===== src/include/loop_seq_defines.svh =====
// constants of the loop transceiver start-up sequencer
// assumes a single 200 MHz system clock; times are kept in their own units
`ifndef LOOP_SEQ_DEFINES_SVH
`define LOOP_SEQ_DEFINES_SVH

// system clock rate in kHz, so that a time in ms times this is a cycle count
`define CLK_KHZ 64'h0000_0000_0003_0D40
// clock rate in Hz
`define CLK_HZ 64'h0000_0000_0BEB_C200

// receive reset dwell, ms (least time)
`define RECV_RESET_MS 64'h0000_0000_0000_0028
// loss of signal or sync limit, ms
`define LOSS_LIMIT_MS 64'h0000_0000_0000_01E0
// start-up completion limit, s
`define STARTUP_LIMIT_S 64'h0000_0000_0000_000F
// wake answer limit, ms (longest time)
`define WAKE_ANSWER_MS 64'h0000_0000_0000_0004

// wake tone frequency in Hz and symbols per tone period
`define TONE_HZ 64'h0000_0000_0000_2710
`define TONE_SYMS 64'h0000_0000_0000_0008
// symbol index bit that selects the negative half of the tone
`define TONE_NEG_BIT 2

// customer wake tone length in frames
`define CUST_TONE_FRAMES 3'h6

// user bit fill while not transparent, customer side
`define CUST_FILL_BIT 1'h1
// user bit shown to terminal while not transparent
`define TE_IDLE_BIT 1'h1

`endif


===== src/include/loop_seq_pkg.sv =====
// types of the loop transceiver start-up sequencer
// assumes the defines header is included by every user
package loop_seq_pkg;

    // sequencer states of the customer side termination
    typedef enum logic [3:0] {
        FULL_RESET,
        RECV_RESET,
        WAKE_TONE,
        PATTERN_ONE,
        SILENT_WAIT,
        RX_TRAIN,
        PATTERN_TWO,
        PATTERN_FINAL,
        CEASE_WAIT
    } seq_state_e;

    // transition point index, 0 to 7
    typedef logic [2:0] t_point_t;

    // counter word for long timers
    typedef logic [31:0] count_t;

endpackage


===== src/verilog/loop_transceiver_startup_sequencer.sv =====
// start-up and reset sequencer of the customer side termination
// assumes receiver status, frame ticks and user bits come from sys_clk logic
`timescale 1ns/1ps
`include "loop_seq_defines.svh"

module loop_transceiver_startup_sequencer
    import loop_seq_pkg::*;
#(
    parameter count_t RECV_RESET_CYC = 32'(`RECV_RESET_MS * `CLK_KHZ),
    parameter count_t LOSS_LIMIT_CYC = 32'(`LOSS_LIMIT_MS * `CLK_KHZ),
    parameter count_t STARTUP_LIMIT_CYC = 32'(`STARTUP_LIMIT_S * `CLK_HZ)
)
(
    input wire logic sys_clk,
    input wire logic arst_n,
    input wire logic frame_tick,
    input wire logic signal_detect,
    input wire logic exchange_wake_tone_detect,
    input wire logic service_request,
    input wire logic line_changed,
    input wire logic frame_sync_acquired,
    input wire logic exchange_pattern_two_detect,
    input wire logic multiframe_acquired,
    input wire logic echo_converged,
    input wire logic equalizer_converged,
    input wire logic far_activation_bit,
    input wire logic far_deact_bit,
    input wire logic loopback_req,
    input wire logic line_user_bit,
    input wire logic te_user_bit_in,
    output logic tx_on,
    output logic tone_on,
    output logic tone_positive,
    output logic tone_strobe,
    output logic scramble_en,
    output logic inverted_sync_en,
    output logic overhead_normal,
    output logic tx_user_bit,
    output logic te_user_bit,
    output logic transparent,
    output logic full_operational,
    output logic warm_start,
    output t_point_t t_point
);

    seq_state_e state_reg;
    seq_state_e state_next;
    count_t state_cnt_reg;
    count_t state_cnt_next;
    count_t startup_cnt_reg;
    count_t startup_cnt_next;
    count_t los_cnt_reg;
    count_t los_cnt_next;
    count_t lsync_cnt_reg;
    count_t lsync_cnt_next;
    logic [2:0] frame_cnt_reg;
    logic [2:0] frame_cnt_next;
    logic powerup_reg;
    logic powerup_next;
    logic svc_prev_reg;
    logic svc_prev_next;
    logic warm_ok_reg;
    logic warm_ok_next;
    logic turnoff_prep_reg;
    logic turnoff_prep_next;
    logic warm_start_reg;
    logic warm_start_next;
    logic tx_user_bit_reg;
    logic tx_user_bit_next;
    logic te_user_bit_reg;
    logic te_user_bit_next;
    logic transparent_comb;
    logic operational_comb;
    logic svc_rise;

    // saturating increment of a timer word
    function automatic count_t count_up(input count_t value);
        count_up = (value == 32'hFFFF_FFFF) ? value : value + 32'h0000_0001;
    endfunction

    // true in either reset sub-state
    function automatic logic in_reset(input seq_state_e s);
        in_reset = (s == FULL_RESET) || (s == RECV_RESET);
    endfunction

    // readiness for full operation and transparency
    assign operational_comb = frame_sync_acquired && multiframe_acquired
        && echo_converged && equalizer_converged;
    assign transparent_comb = (state_reg == PATTERN_FINAL) && operational_comb
        && far_activation_bit && far_deact_bit;
    assign svc_rise = service_request && !svc_prev_reg;

    // state machine and timers
    always_comb begin
        state_next = state_reg;
        state_cnt_next = count_up(state_cnt_reg);
        startup_cnt_next = startup_cnt_reg;
        los_cnt_next = signal_detect ? 32'h0000_0000 : count_up(los_cnt_reg);
        lsync_cnt_next = (frame_sync_acquired && multiframe_acquired) ? 32'h0000_0000
            : count_up(lsync_cnt_reg);
        frame_cnt_next = frame_cnt_reg;
        powerup_next = powerup_reg;
        svc_prev_next = service_request;
        warm_ok_next = warm_ok_reg && !line_changed;
        turnoff_prep_next = turnoff_prep_reg;
        warm_start_next = warm_start_reg;
        if (!in_reset(state_reg) && state_reg != PATTERN_FINAL) begin
            startup_cnt_next = count_up(startup_cnt_reg);
        end
        unique case (state_reg)
            FULL_RESET: begin
                // start only on power-up, new service request or exchange tone
                if (exchange_wake_tone_detect || powerup_reg || svc_rise) begin
                    state_next = WAKE_TONE;
                end
            end
            RECV_RESET: begin
                if (exchange_wake_tone_detect) begin
                    state_next = WAKE_TONE;
                end else if (state_cnt_reg >= RECV_RESET_CYC - 32'h0000_0001) begin
                    state_next = FULL_RESET;
                end
            end
            WAKE_TONE: begin
                if (frame_tick) begin
                    frame_cnt_next = frame_cnt_reg + 3'h1;
                end
                if (frame_tick && frame_cnt_reg == `CUST_TONE_FRAMES - 3'h1) begin
                    state_next = PATTERN_ONE;
                end
            end
            PATTERN_ONE: begin
                if (echo_converged) begin
                    state_next = SILENT_WAIT;
                end
            end
            SILENT_WAIT: begin
                if (signal_detect) begin
                    state_next = RX_TRAIN;
                end else if (state_cnt_reg >= LOSS_LIMIT_CYC) begin
                    state_next = FULL_RESET;
                end
            end
            RX_TRAIN: begin
                if (frame_sync_acquired && exchange_pattern_two_detect) begin
                    state_next = PATTERN_TWO;
                end
            end
            PATTERN_TWO: begin
                if (operational_comb) begin
                    state_next = PATTERN_FINAL;
                end
            end
            PATTERN_FINAL: begin
                // announced turn-off prepares a warm restart
                if (!far_deact_bit) begin
                    turnoff_prep_next = 1'b1;
                end
                if (turnoff_prep_reg && !signal_detect) begin
                    state_next = RECV_RESET;
                end else if (los_cnt_reg >= LOSS_LIMIT_CYC) begin
                    state_next = RECV_RESET;
                end else if (lsync_cnt_reg >= LOSS_LIMIT_CYC) begin
                    state_next = CEASE_WAIT;
                end
            end
            CEASE_WAIT: begin
                if (!signal_detect) begin
                    state_next = RECV_RESET;
                end
            end
        endcase
        // start-up taking too long stops transmission
        if (!in_reset(state_reg) && state_reg != PATTERN_FINAL && state_reg != CEASE_WAIT
            && startup_cnt_reg >= STARTUP_LIMIT_CYC) begin
            state_next = CEASE_WAIT;
        end
        if (state_next == CEASE_WAIT) begin
            warm_ok_next = 1'b0;
        end
        if (state_reg == PATTERN_FINAL && state_next == RECV_RESET) begin
            warm_ok_next = turnoff_prep_reg && !line_changed;
        end
        if (state_next != state_reg) begin
            state_cnt_next = 32'h0000_0000;
        end
        if (state_next == WAKE_TONE && state_reg != WAKE_TONE) begin
            frame_cnt_next = 3'h0;
            startup_cnt_next = 32'h0000_0000;
            powerup_next = 1'b0;
            warm_start_next = warm_ok_reg && !line_changed;
            warm_ok_next = 1'b0;
        end
        if (in_reset(state_next)) begin
            turnoff_prep_next = 1'b0;
        end
    end

    always_ff @(posedge sys_clk or negedge arst_n) begin
        if (!arst_n) begin
            state_reg <= FULL_RESET;
            state_cnt_reg <= 32'h0000_0000;
            startup_cnt_reg <= 32'h0000_0000;
            los_cnt_reg <= 32'h0000_0000;
            lsync_cnt_reg <= 32'h0000_0000;
            frame_cnt_reg <= 3'h0;
            powerup_reg <= 1'b1;
            svc_prev_reg <= 1'b0;
            warm_ok_reg <= 1'b0;
            turnoff_prep_reg <= 1'b0;
            warm_start_reg <= 1'b0;
        end else begin
            state_reg <= state_next;
            state_cnt_reg <= state_cnt_next;
            startup_cnt_reg <= startup_cnt_next;
            los_cnt_reg <= los_cnt_next;
            lsync_cnt_reg <= lsync_cnt_next;
            frame_cnt_reg <= frame_cnt_next;
            powerup_reg <= powerup_next;
            svc_prev_reg <= svc_prev_next;
            warm_ok_reg <= warm_ok_next;
            turnoff_prep_reg <= turnoff_prep_next;
            warm_start_reg <= warm_start_next;
        end
    end

    // user bit paths, fixed fill unless transparent; looping back replaces only the line fill bit
    always_comb begin
        tx_user_bit_next = `CUST_FILL_BIT;
        te_user_bit_next = `TE_IDLE_BIT;
        if (transparent_comb) begin
            tx_user_bit_next = te_user_bit_in;
            te_user_bit_next = line_user_bit;
        end else if (state_reg == PATTERN_FINAL && loopback_req) begin
            tx_user_bit_next = line_user_bit;
        end
    end

    always_ff @(posedge sys_clk or negedge arst_n) begin
        if (!arst_n) begin
            tx_user_bit_reg <= `CUST_FILL_BIT;
            te_user_bit_reg <= `TE_IDLE_BIT;
        end else begin
            tx_user_bit_reg <= tx_user_bit_next;
            te_user_bit_reg <= te_user_bit_next;
        end
    end

    // transmit controls decoded from the state register
    assign tx_on = !in_reset(state_reg) && state_reg != SILENT_WAIT
        && state_reg != RX_TRAIN && state_reg != CEASE_WAIT;
    assign tone_on = (state_reg == WAKE_TONE);
    assign scramble_en = tx_on && !tone_on;
    assign inverted_sync_en = (state_reg == PATTERN_FINAL);
    assign overhead_normal = (state_reg == PATTERN_FINAL);
    assign tx_user_bit = tx_user_bit_reg;
    assign te_user_bit = te_user_bit_reg;
    assign full_operational = (state_reg == PATTERN_FINAL) && operational_comb;
    assign warm_start = warm_start_reg;

    // transition point shown from the state
    always_comb begin
        unique case (state_reg)
            WAKE_TONE, PATTERN_ONE: t_point = 3'h1;
            SILENT_WAIT: t_point = 3'h2;
            RX_TRAIN: t_point = 3'h3;
            PATTERN_TWO: t_point = 3'h5;
            PATTERN_FINAL: t_point = 3'h6;
            default: t_point = 3'h0;
        endcase
    end

    // transparency flag follows the same cycle as the user bits
    always_ff @(posedge sys_clk or negedge arst_n) begin
        if (!arst_n) begin
            transparent <= 1'b0;
        end else begin
            transparent <= transparent_comb;
        end
    end

    wake_tone_gen tone_gen_i (
        .sys_clk(sys_clk),
        .arst_n(arst_n),
        .tone_on(tone_on),
        .tone_positive(tone_positive),
        .tone_strobe(tone_strobe)
    );
endmodule


===== src/verilog/wake_tone_gen.sv =====
// wake tone symbol generator: four +3 symbols then four -3 symbols, unframed
// assumes tone_on comes from logic on sys_clk; restarts at the positive half
`timescale 1ns/1ps
`include "loop_seq_defines.svh"

module wake_tone_gen
    import loop_seq_pkg::*;
(
    input wire logic sys_clk,
    input wire logic arst_n,
    input wire logic tone_on,
    output logic tone_positive,
    output logic tone_strobe
);

    // cycles per tone symbol
    localparam count_t SYM_CYC = 32'(`CLK_HZ / (`TONE_HZ * `TONE_SYMS));

    logic [31:0] div_reg;
    logic [31:0] div_next;
    logic [2:0] sym_reg;
    logic [2:0] sym_next;

    // symbol divider and index, held at zero while the tone is off
    always_comb begin
        div_next = div_reg;
        sym_next = sym_reg;
        if (!tone_on) begin
            div_next = 32'h0000_0000;
            sym_next = 3'h0;
        end else if (div_reg == SYM_CYC - 32'h0000_0001) begin
            div_next = 32'h0000_0000;
            sym_next = sym_reg + 3'h1;
        end else begin
            div_next = div_reg + 32'h0000_0001;
        end
    end

    always_ff @(posedge sys_clk or negedge arst_n) begin
        if (!arst_n) begin
            div_reg <= 32'h0000_0000;
            sym_reg <= 3'h0;
        end else begin
            div_reg <= div_next;
            sym_reg <= sym_next;
        end
    end

    // sign and symbol strobe for the line coder
    assign tone_positive = tone_on && !sym_reg[`TONE_NEG_BIT];
    assign tone_strobe = tone_on && (div_reg == 32'h0000_0000);

endmodule


===== config.mk =====
export PLATFORM = sky130hd
export DESIGN_NAME = loop_transceiver_startup_sequencer
export DESIGN_NICKNAME = d
export VERILOG_FILES = /design/src/include/loop_seq_pkg.sv /design/src/verilog/loop_transceiver_startup_sequencer.sv /design/src/verilog/wake_tone_gen.sv
export VERILOG_INCLUDE_DIRS = /design/src /design/src/include
export SDC_FILE = /design/constraint.sdc
export NUM_CORES = 1
export LEC_CHECK = 0
export BUFFER_PORTS_ARGS = -buffer_cell sky130_fd_sc_hd__buf_2
export CAP_MARGIN = 10
export CORE_ASPECT_RATIO = 1.2
export CORE_MARGIN = 4
export CORE_UTILIZATION = 36
export DETAILED_ROUTE_END_ITERATION = 16
export RECOVER_POWER = 100
export SYNTH_ARGS = -nofsm -noshare
export SYNTH_HDL_FRONTEND = slang
export SYNTH_HIERARCHICAL = 1
export SYNTH_SLANG_ARGS = --single-unit

===== constraint.sdc =====
create_clock -name sys_clk -period 2.9 [get_ports sys_clk]
set_clock_uncertainty 0.05 [all_clocks]
set_input_delay 0.145 -clock sys_clk [delete_from_list [all_inputs] [get_ports sys_clk]]
set_output_delay 0.145 -clock sys_clk [all_outputs]
set_load 0.05 [all_outputs]

==> impl_metrics.csv, run 1 <==
group,metric,value,unit
outcome,status,"complete, but fails checks",
outcome,violations,"capacitance limit, slew limit",
worst_setup_path,cp_max_fo,36,
worst_setup_path,critPathLaunchType,"flop",
synthesis,synth_edf_count,0,
floorplanning,fp.dieW,158.5,µm
synthesis,yosys_warnings,6,
floorplanning,io_pins,32,
sta,rsz0062_at_grt,"yes",
worst_setup_path,path_class,"flop to flop",
clock_network,clock-sinks,178,
synthesis,ys_ff_latch,178,
clock_network,cts_tree,"yes",
clock_network,htree_levels,4,
cells_and_area,final_cell_mix,"nor2_1 (175), dfrtp_1 (174), nand2_1 (88), xor2_1 (76), nand3_1 (59)",
synthesis,synthTopCellsByArea,"dfrtp_1 (45%), xor2_1 (6.8%), nor2_1 (6.7%)",
power,peakVddDrop,0.0003908,V
floorplanning,coreArea,26510,µm²
sta,worstMarginPinSlew,1666,ps
floorplanning,rows,65,
detailed_routing,vias,7691,
sta,hold_violations,0,
detailed_routing,wl_met1,9891,µm
detailed_routing,top_layer_used,"met4",
grt,grt_pass1_vias,7742,
flow_run,cap_viol_max_count,1,
sta,fin_crit_sh,93.55,%
floorplanning,fp.dieArea,29900,µm²
detailed_routing,viasPerCell,5.232,
place,place_inst,1430,
place,post_dp_cell_area,10390,µm²
sta,relSlewSlack,-11.06,%
floorplanning,die_y,188.6,µm
synthesis,yosys.area.top_type,"dfrtp_1",
floorplanning,start_util,36.92,%
clock_network,cts_buffer_depth,2,
detailed_routing,routed_wl,21060,µm
cells_and_area,fillerInstances,2621,
cells_and_area,mostFrequentLayoutCell,"nor2_1",
clock_network,cts_buffers,17,
detailed_routing,wl_met2,10380,µm
place,hpwl,14520,µm
synthesis,syn_area,9788,µm²
synthesis,synth.distinct_cells,70,
sta,slew_viol_final,67,
detailed_routing,dr.pass1.iters,5,
grt,antenna_found_initial,0,
synthesis,synth.avg_cell_area,9.088,µm²
sta,clock.fmax,368.6,MHz
cells_and_area,final_design_area_no_fill,11090,µm²
worst_setup_path,endpoint_kind,"flop",
synthesis,synth_nets,1107,
detailed_routing,drcViolationCount,0,
place,io_buffers,31,
synthesis,synth-main-ff-cell,"dfrtp_1",
clock_network,clock_latency,430,ps
detailed_routing,post_drt_wl_per_cell,14.32,µm
power,p_leak,4.545,nW
cells_and_area,fin_cells,1470,
synthesis,synth_cells,1077,
power,p_per_area,707.0,nW/µm²
synthesis,ys_seq_area_share,45.55,%
grt,grtUsageTotal,14.81,%
clock_network,root_buffer,"clkbuf_16",
cells_and_area,synthToLayoutAreaGrowth,13.35,%
cells_and_area,diodes,0,
grt,grt_start_max_net_pins,67,
worst_setup_path,crit_arrival,2970,ps
cells_and_area,post_route_cells_drive_above_1_share,9.868,%
cells_and_area,layout.nets,1152,
grt,globalRouteOverflowTotal,0,
worst_setup_path,critPathRequiredTime,3160,ps
sta,period_needed,2713,ps
synthesis,synthArstFlopShare,100.0,%
min_path,hold_path_class,"input pin to flop",
clock_network,post_cts_buffers,0,
clock_network,clk_pin_slew,60,ps
detailed_routing,drt-initial-drc-count,497,
detailed_routing,wl_met3,476,µm
sta,setup_viol,0,
place,gp_congestion,0.8081,
sta,fin_setup_tns,0,ps
grt,grt_first_pass_wirelength,36760,µm
synthesis,synth_top_area_share,44.74,%
detailed_routing,ant_nets,0,
[synthesized netlist by cell type, drive strengths merged, types with 23 or more instances]
library cell / n
inv: 39
nand4: 44
nor2: 175
dfrtp: 175
or3: 23
nand2: 90
xor2: 76
and3: 30
o21ai: 32
xnor2: 50
a21oi: 54
nand3: 60
[power by group]
| part | internal, mW | switching (mW) | total [mW] | leakage, nW |
|---|---|---|---|---|
| Combinational | 0.793 | 1.50 | 2.29 | 1.80 |
| Clock | 1.51 | 0.953 | 2.46 | 0.308 |
| Sequential | 2.76 | 0.330 | 3.09 | 2.44 |
[through the flow]
stage | setup slack [ps] | util [%] | hold WS, ps | total power [mW]
after floorplan | 452.6 | - | -200.6 | 4.839
after global placement | 219.6 | 39.18 | 139.9 | 5.400
after detailed placement | 155.8 | 39.18 | 142.8 | 5.421
after CTS | 118.6 | 41.86 | 49.63 | 7.952
after global routing | -48.18 | 41.85 | 86.48 | 8.348
final | 187.0 | 41.85 | 65.12 | 7.844
[cells by family (layout without fill, tap and decap cells)]
kind of cell	after synthesis	after routing	share of synthesized area (%)
mux	3	3	0.3323
fa+ha+maj	13	13	1.662
compound gates	147	147	9.945
flops	178	178	45.55
simple gates	534	534	27.66
buf+inv	76	134	3.579
xor+xnor	126	126	11.27
[critical path: stages (launching register included)]
cell       delay, ps
dfrtp_2          460
a2111oi_4        390
o31ai_2          180
a211oi_1         230
a21oi_1          130
o311ai_2         370
and4_2           360
buf_12           200
nand3b_1         120
o21ai_0           80
[what timing repair did]
item | 4_1_cts | 5_1_grt
resized for setup | 0 | 6
endpoints found under the hold margin | 68 | 0
hold buffers | 8 | 0
setup endpoints to repair | 0 | 33
[layout make-up]
| cell class | instances | area (µm²) | area share [%] |
|---|---|---|---|
| Clock buffer | 23 | 478.0 | 4.308 |
| Clock inverter | 9 | 151.4 | 1.365 |
| Inverter | 39 | 146.4 | 1.319 |
| Multi-Input combinational cell | 823 | 5010 | 45.16 |
| Sequential cell | 178 | 4459 | 40.19 |
| Tap cell | 335 | 419.2 | 3.778 |
| Timing Repair Buffer | 63 | 430.4 | 3.880 |
[routing by layer]
metal,GRT usage [%],vias to the layer above
met2,25.22,89
met5,0,-
met4,4.332,0
li1,-,3861
met1,19.06,3716
met3,2.757,25
[worst paths after layout]
check / startpoint / end / slack (ps) / depth (start not counted)
max in group asynchronous: arst_n / startup_cnt_reg[8] / 560 / 3
worst min-delay path: frame_tick / frame_cnt_reg[2] / 70 / 4
worst min register to register: powerup_reg / powerup_reg / 450 / 1
worst max register to register: los_cnt_reg[22] / frame_cnt_reg[0] / 190 / 9
min in group asynchronous: arst_n / lsync_cnt_reg[5] / 630 / 2
worst max-delay path: los_cnt_reg[22] / frame_cnt_reg[0] / 190 / 9
Note: power is estimated with default switching activity, not from simulation.
==> inputs of run 2 (changes only) <==
--- a/config.mk
+++ b/config.mk
@@ -12,6 +12,7 @@
 export CORE_MARGIN = 4
 export CORE_UTILIZATION = 36
 export DETAILED_ROUTE_END_ITERATION = 16
+export MAX_ROUTING_LAYER = met4
 export RECOVER_POWER = 100
 export SYNTH_ARGS = -nofsm -noshare
 export SYNTH_HDL_FRONTEND = slang
==> constraint.sdc (replaced) <==
create_clock -name sys_clk -period 2.55 [get_ports sys_clk]
set_clock_uncertainty 0.05 [all_clocks]
set_input_delay 0.1275 -clock sys_clk [delete_from_list [all_inputs] [get_ports sys_clk]]
set_output_delay 0.1275 -clock sys_clk [all_outputs]
set_load 0.05 [all_outputs]
==> run 2 against run 1 <==
Effect of this change: the run ends with capacitance limit, slew limit, setup timing left; design area increased by 4.0%; clock power is 6% higher; hold slack got worse by 32 ps; maximum frequency is 5.9% higher; setup slack got worse by 200 ps; global-route usage up 0.95 points; combinational power is 36% higher; sequential share of layout area down 1.6 points; sequential cell count did not move; die area unchanged; final cell count up 4.0%; register-to-register slack worse by 200 ps; critical path type unchanged.
==> impl_metrics.csv, run 2 (synthesis gave the netlist of run 1 again) <==
group,metric,value,unit
sta,hold_violations,0,
sta,relSlewSlack,-4.569,%
clock_network,root_buffer,"clkbuf_16",
power,peakVddDrop,0.0005291,V
cells_and_area,final_cell_mix,"nor2_1 (174), dfrtp_1 (174), nand2_1 (88), xor2_1 (76), buf_4 (64)",
grt,antenna_found_initial,0,
detailed_routing,viasPerCell,5.164,
cells_and_area,diodes,0,
power,p_per_area,794.5,nW/µm²
outcome,status,"complete, but fails checks",
clock_network,clock-sinks,178,
cells_and_area,post_route_cells_drive_above_1_share,13.74,%
place,place_inst,1484,
grt,grtUsageTotal,15.76,%
detailed_routing,ant_nets,0,
floorplanning,start_util,36.92,%
power,p_leak,4.794,nW
outcome,violations,"capacitance limit, slew limit, setup timing",
sta,worstMarginPinSlew,1569,ps
floorplanning,die_y,188.6,µm
clock_network,cts_buffers,17,
detailed_routing,drcViolationCount,0,
sta,period_needed,2562,ps
place,io_buffers,31,
cells_and_area,synthToLayoutAreaGrowth,17.91,%
clock_network,htree_levels,4,
detailed_routing,vias,7895,
detailed_routing,routed_wl,21690,µm
floorplanning,fp.dieArea,29900,µm²
sta,timing.hold.ws,33.44,ps
worst_setup_path,endpoint_kind,"flop",
detailed_routing,post_drt_wl_per_cell,14.19,µm
sta,clock.fmax,390.3,MHz
sta,setup_viol,2,
worst_setup_path,r2r-start,"los_cnt_reg[22]",
place,hpwl,15540,µm
grt,grt_pass1_vias,8047,
floorplanning,fp.dieW,158.5,µm
sta,slew_viol_final,65,
clock_network,cts_tree,"yes",
cells_and_area,layout.nets,1211,
clock_network,clk_pin_slew,60,ps
worst_setup_path,cp_max_fo,32,
sta,timing.final.ws_setup,-12.31,ps
worst_setup_path,crit_path_start,"los_cnt_reg[22]",
flow_run,cap_viol_max_count,1,
floorplanning,io_pins,32,
min_path,hold_path_class,"input pin to flop",
cells_and_area,fin_cells,1529,
grt,globalRouteOverflowTotal,0,
worst_setup_path,critPathRequiredTime,2850,ps
floorplanning,rows,65,
min_path,min_from,"frame_tick",
floorplanning,coreArea,26510,µm²
worst_setup_path,crit_arrival,2860,ps
detailed_routing,drt-initial-drc-count,474,
cells_and_area,fin_util,43.53,%
grt,grt_start_max_net_pins,65,
grt,grt_first_pass_wirelength,38250,µm
place,gp_congestion,0.8747,
worst_setup_path,critPathLaunchType,"flop",
detailed_routing,dr.pass1.iters,5,
sta,fin_crit_sh,100.5,%
worst_setup_path,path_class,"flop to flop",
clock_network,clock_latency,440,ps
clock_network,cts_buffer_depth,2,
power,p_total,9.169,mW
sta,rsz0062_at_grt,"yes",
run 2: final timing paths:
path	end	cells past startpoint	slack, ps
max	state_cnt_reg[28]	9	-10
min	frame_cnt_reg[2]	4	30
max reg2reg	state_cnt_reg[28]	9	-10
min reg2reg	powerup_reg	1	430
max in group asynchronous	tone_gen_i/div_reg[14]	3	380
min in group asynchronous	lsync_cnt_reg[8]	2	580
run 2: metrics by stage:
step	cell area [µm²]	worst slack [ps]	TNS, ps
3_5_place_dp	10840	-41.05	-617.9
3_3_place_gp	10840	18.87	0
6_report	11540	-12.31	-17.67
5_1_grt	11540	-187.7	-4813
2_1_floorplan	9794	102.6	0
4_1_cts	11560	-23.22	-40.36
run 2: cell type report:
type                            instances  area, µm²
Multi-Input combinational cell        823       5045
Inverter                               39      146.4
Sequential cell                       178       4459
Timing Repair Buffer                  122      889.6
Clock buffer                           22      474.2
Fill cell                            2598      14970
Tap cell                              335      419.2
Clock inverter                         10      107.6
run 2: worst max-delay path: stages, from the launching register on:
cell and delay [ps]:
dfrtp_1 420, a2111oi_4 370, o31ai_2 170, a2111oi_4 350, nand2b_2 140, a211oi_4 260, xnor2_1 170, nand4_2 160
buf_12 200, nor3_1 180
run 2: timing repair:
action / CTS / global route
cloned: 0 / 0
buffers inserted: 1 / 1
setup endpoints to repair: 38 / 71
hold buffers: 11 / 0
pin swaps: 1 / 4
hold endpoints to repair: 67 / 0
resized for setup: 4 / 16
run 2: per-layer routing:
layer | vias up | track usage (%) | routed length (µm)
li1 | 3974 | - | -
met1 | 3819 | 20.37 | 10310
met2 | 83 | 25.64 | 10670
met3 | 19 | 2.688 | 462
met4 | 0 | 4.135 | 251
met5 | - | - | 0
run 2: power breakdown:
group	internal [mW]	switching [mW]
sequential	3.14	0.326
clock	1.51	1.09
combinational	1.25	1.86
total	5.90	3.27
==> inputs of run 3 (changes only) <==
--- a/config.mk
+++ b/config.mk
@@ -13,7 +13,6 @@
 export CORE_UTILIZATION = 36
 export DETAILED_ROUTE_END_ITERATION = 16
 export MAX_ROUTING_LAYER = met4
-export RECOVER_POWER = 100
 export SYNTH_ARGS = -nofsm -noshare
 export SYNTH_HDL_FRONTEND = slang
 export SYNTH_HIERARCHICAL = 1
==> run 3 against run 2 <==
Effect of this change: the run ends with setup timing left; global-route usage unchanged; non-clock buffer count is the same; setup slack barely moved; total power increased by 0.21%; maximum frequency barely moved; register-to-register slack hardly changed; critical path type unchanged; critical endpoint unchanged.
==> impl_metrics.csv, run 3 (synthesis gave the netlist of run 1 again) <==
group,metric,value,unit
clock_network,cts_buffers,17,
sta,period_needed,2562,ps
power,peakVddDrop,0.0005290,V
clock_network,clock-sinks,178,
worst_setup_path,reg2reg_depth,9,
power,p_total,9.188,mW
floorplanning,die_y,188.6,µm
floorplanning,fp.dieW,158.5,µm
place,io_buffers,31,
power,p_per_area,790.1,nW/µm²
sta,rsz0062_at_grt,"yes",
flow_run,cap_viol_max_count,0,
detailed_routing,ant_nets,0,
clock_network,clk_pin_slew,70,ps
sta,fin_setup_tns,-17.67,ps
sta,setup_viol,2,
detailed_routing,dr.pass1.iters,4,
grt,globalRouteOverflowTotal,0,
worst_setup_path,crit_arrival,2860,ps
cells_and_area,layout.nets,1211,
clock_network,root_buffer,"clkbuf_16",
detailed_routing,vias,7944,
place,post_dp_cell_area,10840,µm²
cells_and_area,final_design_area_no_fill,11630,µm²
place,place_ws,-41.05,ps
detailed_routing,drt-initial-drc-count,450,
worst_setup_path,cp_max_fo,32,
worst_setup_path,r2r-end,"state_cnt_reg[28]",
clock_network,cts_buffer_depth,2,
sta,clock.fmax,390.3,MHz
worst_setup_path,endpoint_kind,"flop",
sta,relSlewSlack,59.43,%
worst_setup_path,crit_path_end,"state_cnt_reg[28]",
worst_setup_path,path_class,"flop to flop",
floorplanning,start_util,36.92,%
grt,grtUsageTotal,15.76,%
grt,antenna_found_initial,0,
worst_setup_path,r2r_slack,-10,ps
sta,slew_viol_final,0,
detailed_routing,viasPerCell,5.196,
floorplanning,coreArea,26510,µm²
clock_network,cts_tree,"yes",
cells_and_area,diodes,0,
floorplanning,rows,65,
grt,grt_first_pass_wirelength,38250,µm
worst_setup_path,crit_path_start,"los_cnt_reg[22]",
clock_network,clock_latency,440,ps
sta,timing.final.ws_setup,-12.31,ps
floorplanning,io_pins,32,
worst_setup_path,r2r-start,"los_cnt_reg[22]",
detailed_routing,drcViolationCount,0,
outcome,status,"complete, but fails checks",
cells_and_area,fin_util,43.86,%
grt,grt_pass1_vias,8047,
place,gp_congestion,0.8747,
power,p_leak,4.862,nW
grt,grt_start_max_net_pins,65,
detailed_routing,routed_wl,21750,µm
cells_and_area,post_route_cells_drive_above_1_share,15.24,%
worst_setup_path,critPathLaunchType,"flop",
detailed_routing,post_drt_wl_per_cell,14.22,µm
min_path,hold_path_class,"input pin to flop",
sta,hold_violations,0,
outcome,violations,"setup timing",
worst_setup_path,critPathRequiredTime,2850,ps
sta,worstMarginPinSlew,608.5,ps
place,hpwl,15540,µm
clock_network,htree_levels,4,
floorplanning,fp.dieArea,29900,µm²
cells_and_area,synthToLayoutAreaGrowth,18.82,%
sta,fin_crit_sh,100.5,%
cells_and_area,final_cell_mix,"nor2_1 (174), dfrtp_1 (174), nand2_1 (88), xor2_1 (76), buf_4 (73)",
[run 3: cell count changes in the layout (fill, tap and decap cells not counted), sizes merged]
cell,previous run,this run
clkbuf,45,22
buf,88,111
[run 3: worst min-delay path by stage]
| stage | start | endpoint | cells past startpoint |
|---|---|---|---|
| floorplan | arst_n | frame_cnt_reg[0] | 0 |
| global placement | arst_n | lsync_cnt_reg[8] | 1 |
| detailed placement | arst_n | lsync_cnt_reg[8] | 1 |
| CTS | frame_tick | frame_cnt_reg[2] | 4 |
| global route | frame_tick | frame_cnt_reg[2] | 4 |
| finish | frame_tick | frame_cnt_reg[2] | 4 |
[run 3: power by group]
group	leakage [nW]	internal, mW	switching, mW	total [mW]
combinational	2.14	1.27	1.86	3.13
clock	0.282	1.51	1.09	2.60
sequential	2.44	3.14	0.324	3.46
total	4.86	5.92	3.27	9.19
[run 3: per-stage QoR]
step / hold WS, ps / std cells
after detailed placement: 120.9 / 1484
after global placement: 122.4 / 1484
after CTS: 25.61 / 1528
after global routing: 56.63 / 1529
after floorplan: -218.1 / 1077
final: 35.16 / 1529
[run 3: per-layer routing]
metal	wire [µm]	GRT usage (%)	up-vias
li1	-	-	3969
met1	10220	20.37	3847
met2	10690	25.64	108
met3	599	2.688	20
met4	238	4.135	0
met5	0	-	-
[run 3: timing repair]
item | in CTS | in global routing
setup endpoints to repair | 38 | 71
setup buffers | 1 | 1
cloned | 0 | 0
gates resized for setup | 4 | 16
pin swaps | 1 | 4
endpoints found under the hold margin | 67 | 0
hold buffers | 11 | 0
[run 3: final cells by class]
class | instances | area, µm²
multi-input combinational | 823 | 5057
clock inverter | 10 | 107.6
fill | 2583 | 14880
sequential | 178 | 4459
tap | 335 | 419.2
clock buffer | 22 | 474.2
timing repair buffer | 122 | 965.9
inverter | 39 | 146.4
[run 3: worst max-delay path: stages (launching register included)]
cell	delay, ps
dfrtp_1	420
a2111oi_4	370
o31ai_2	170
a2111oi_4	350
nand2b_2	140
a211oi_4	260
xnor2_1	170
nand4_2	160
buf_12	200
nor3_1	180
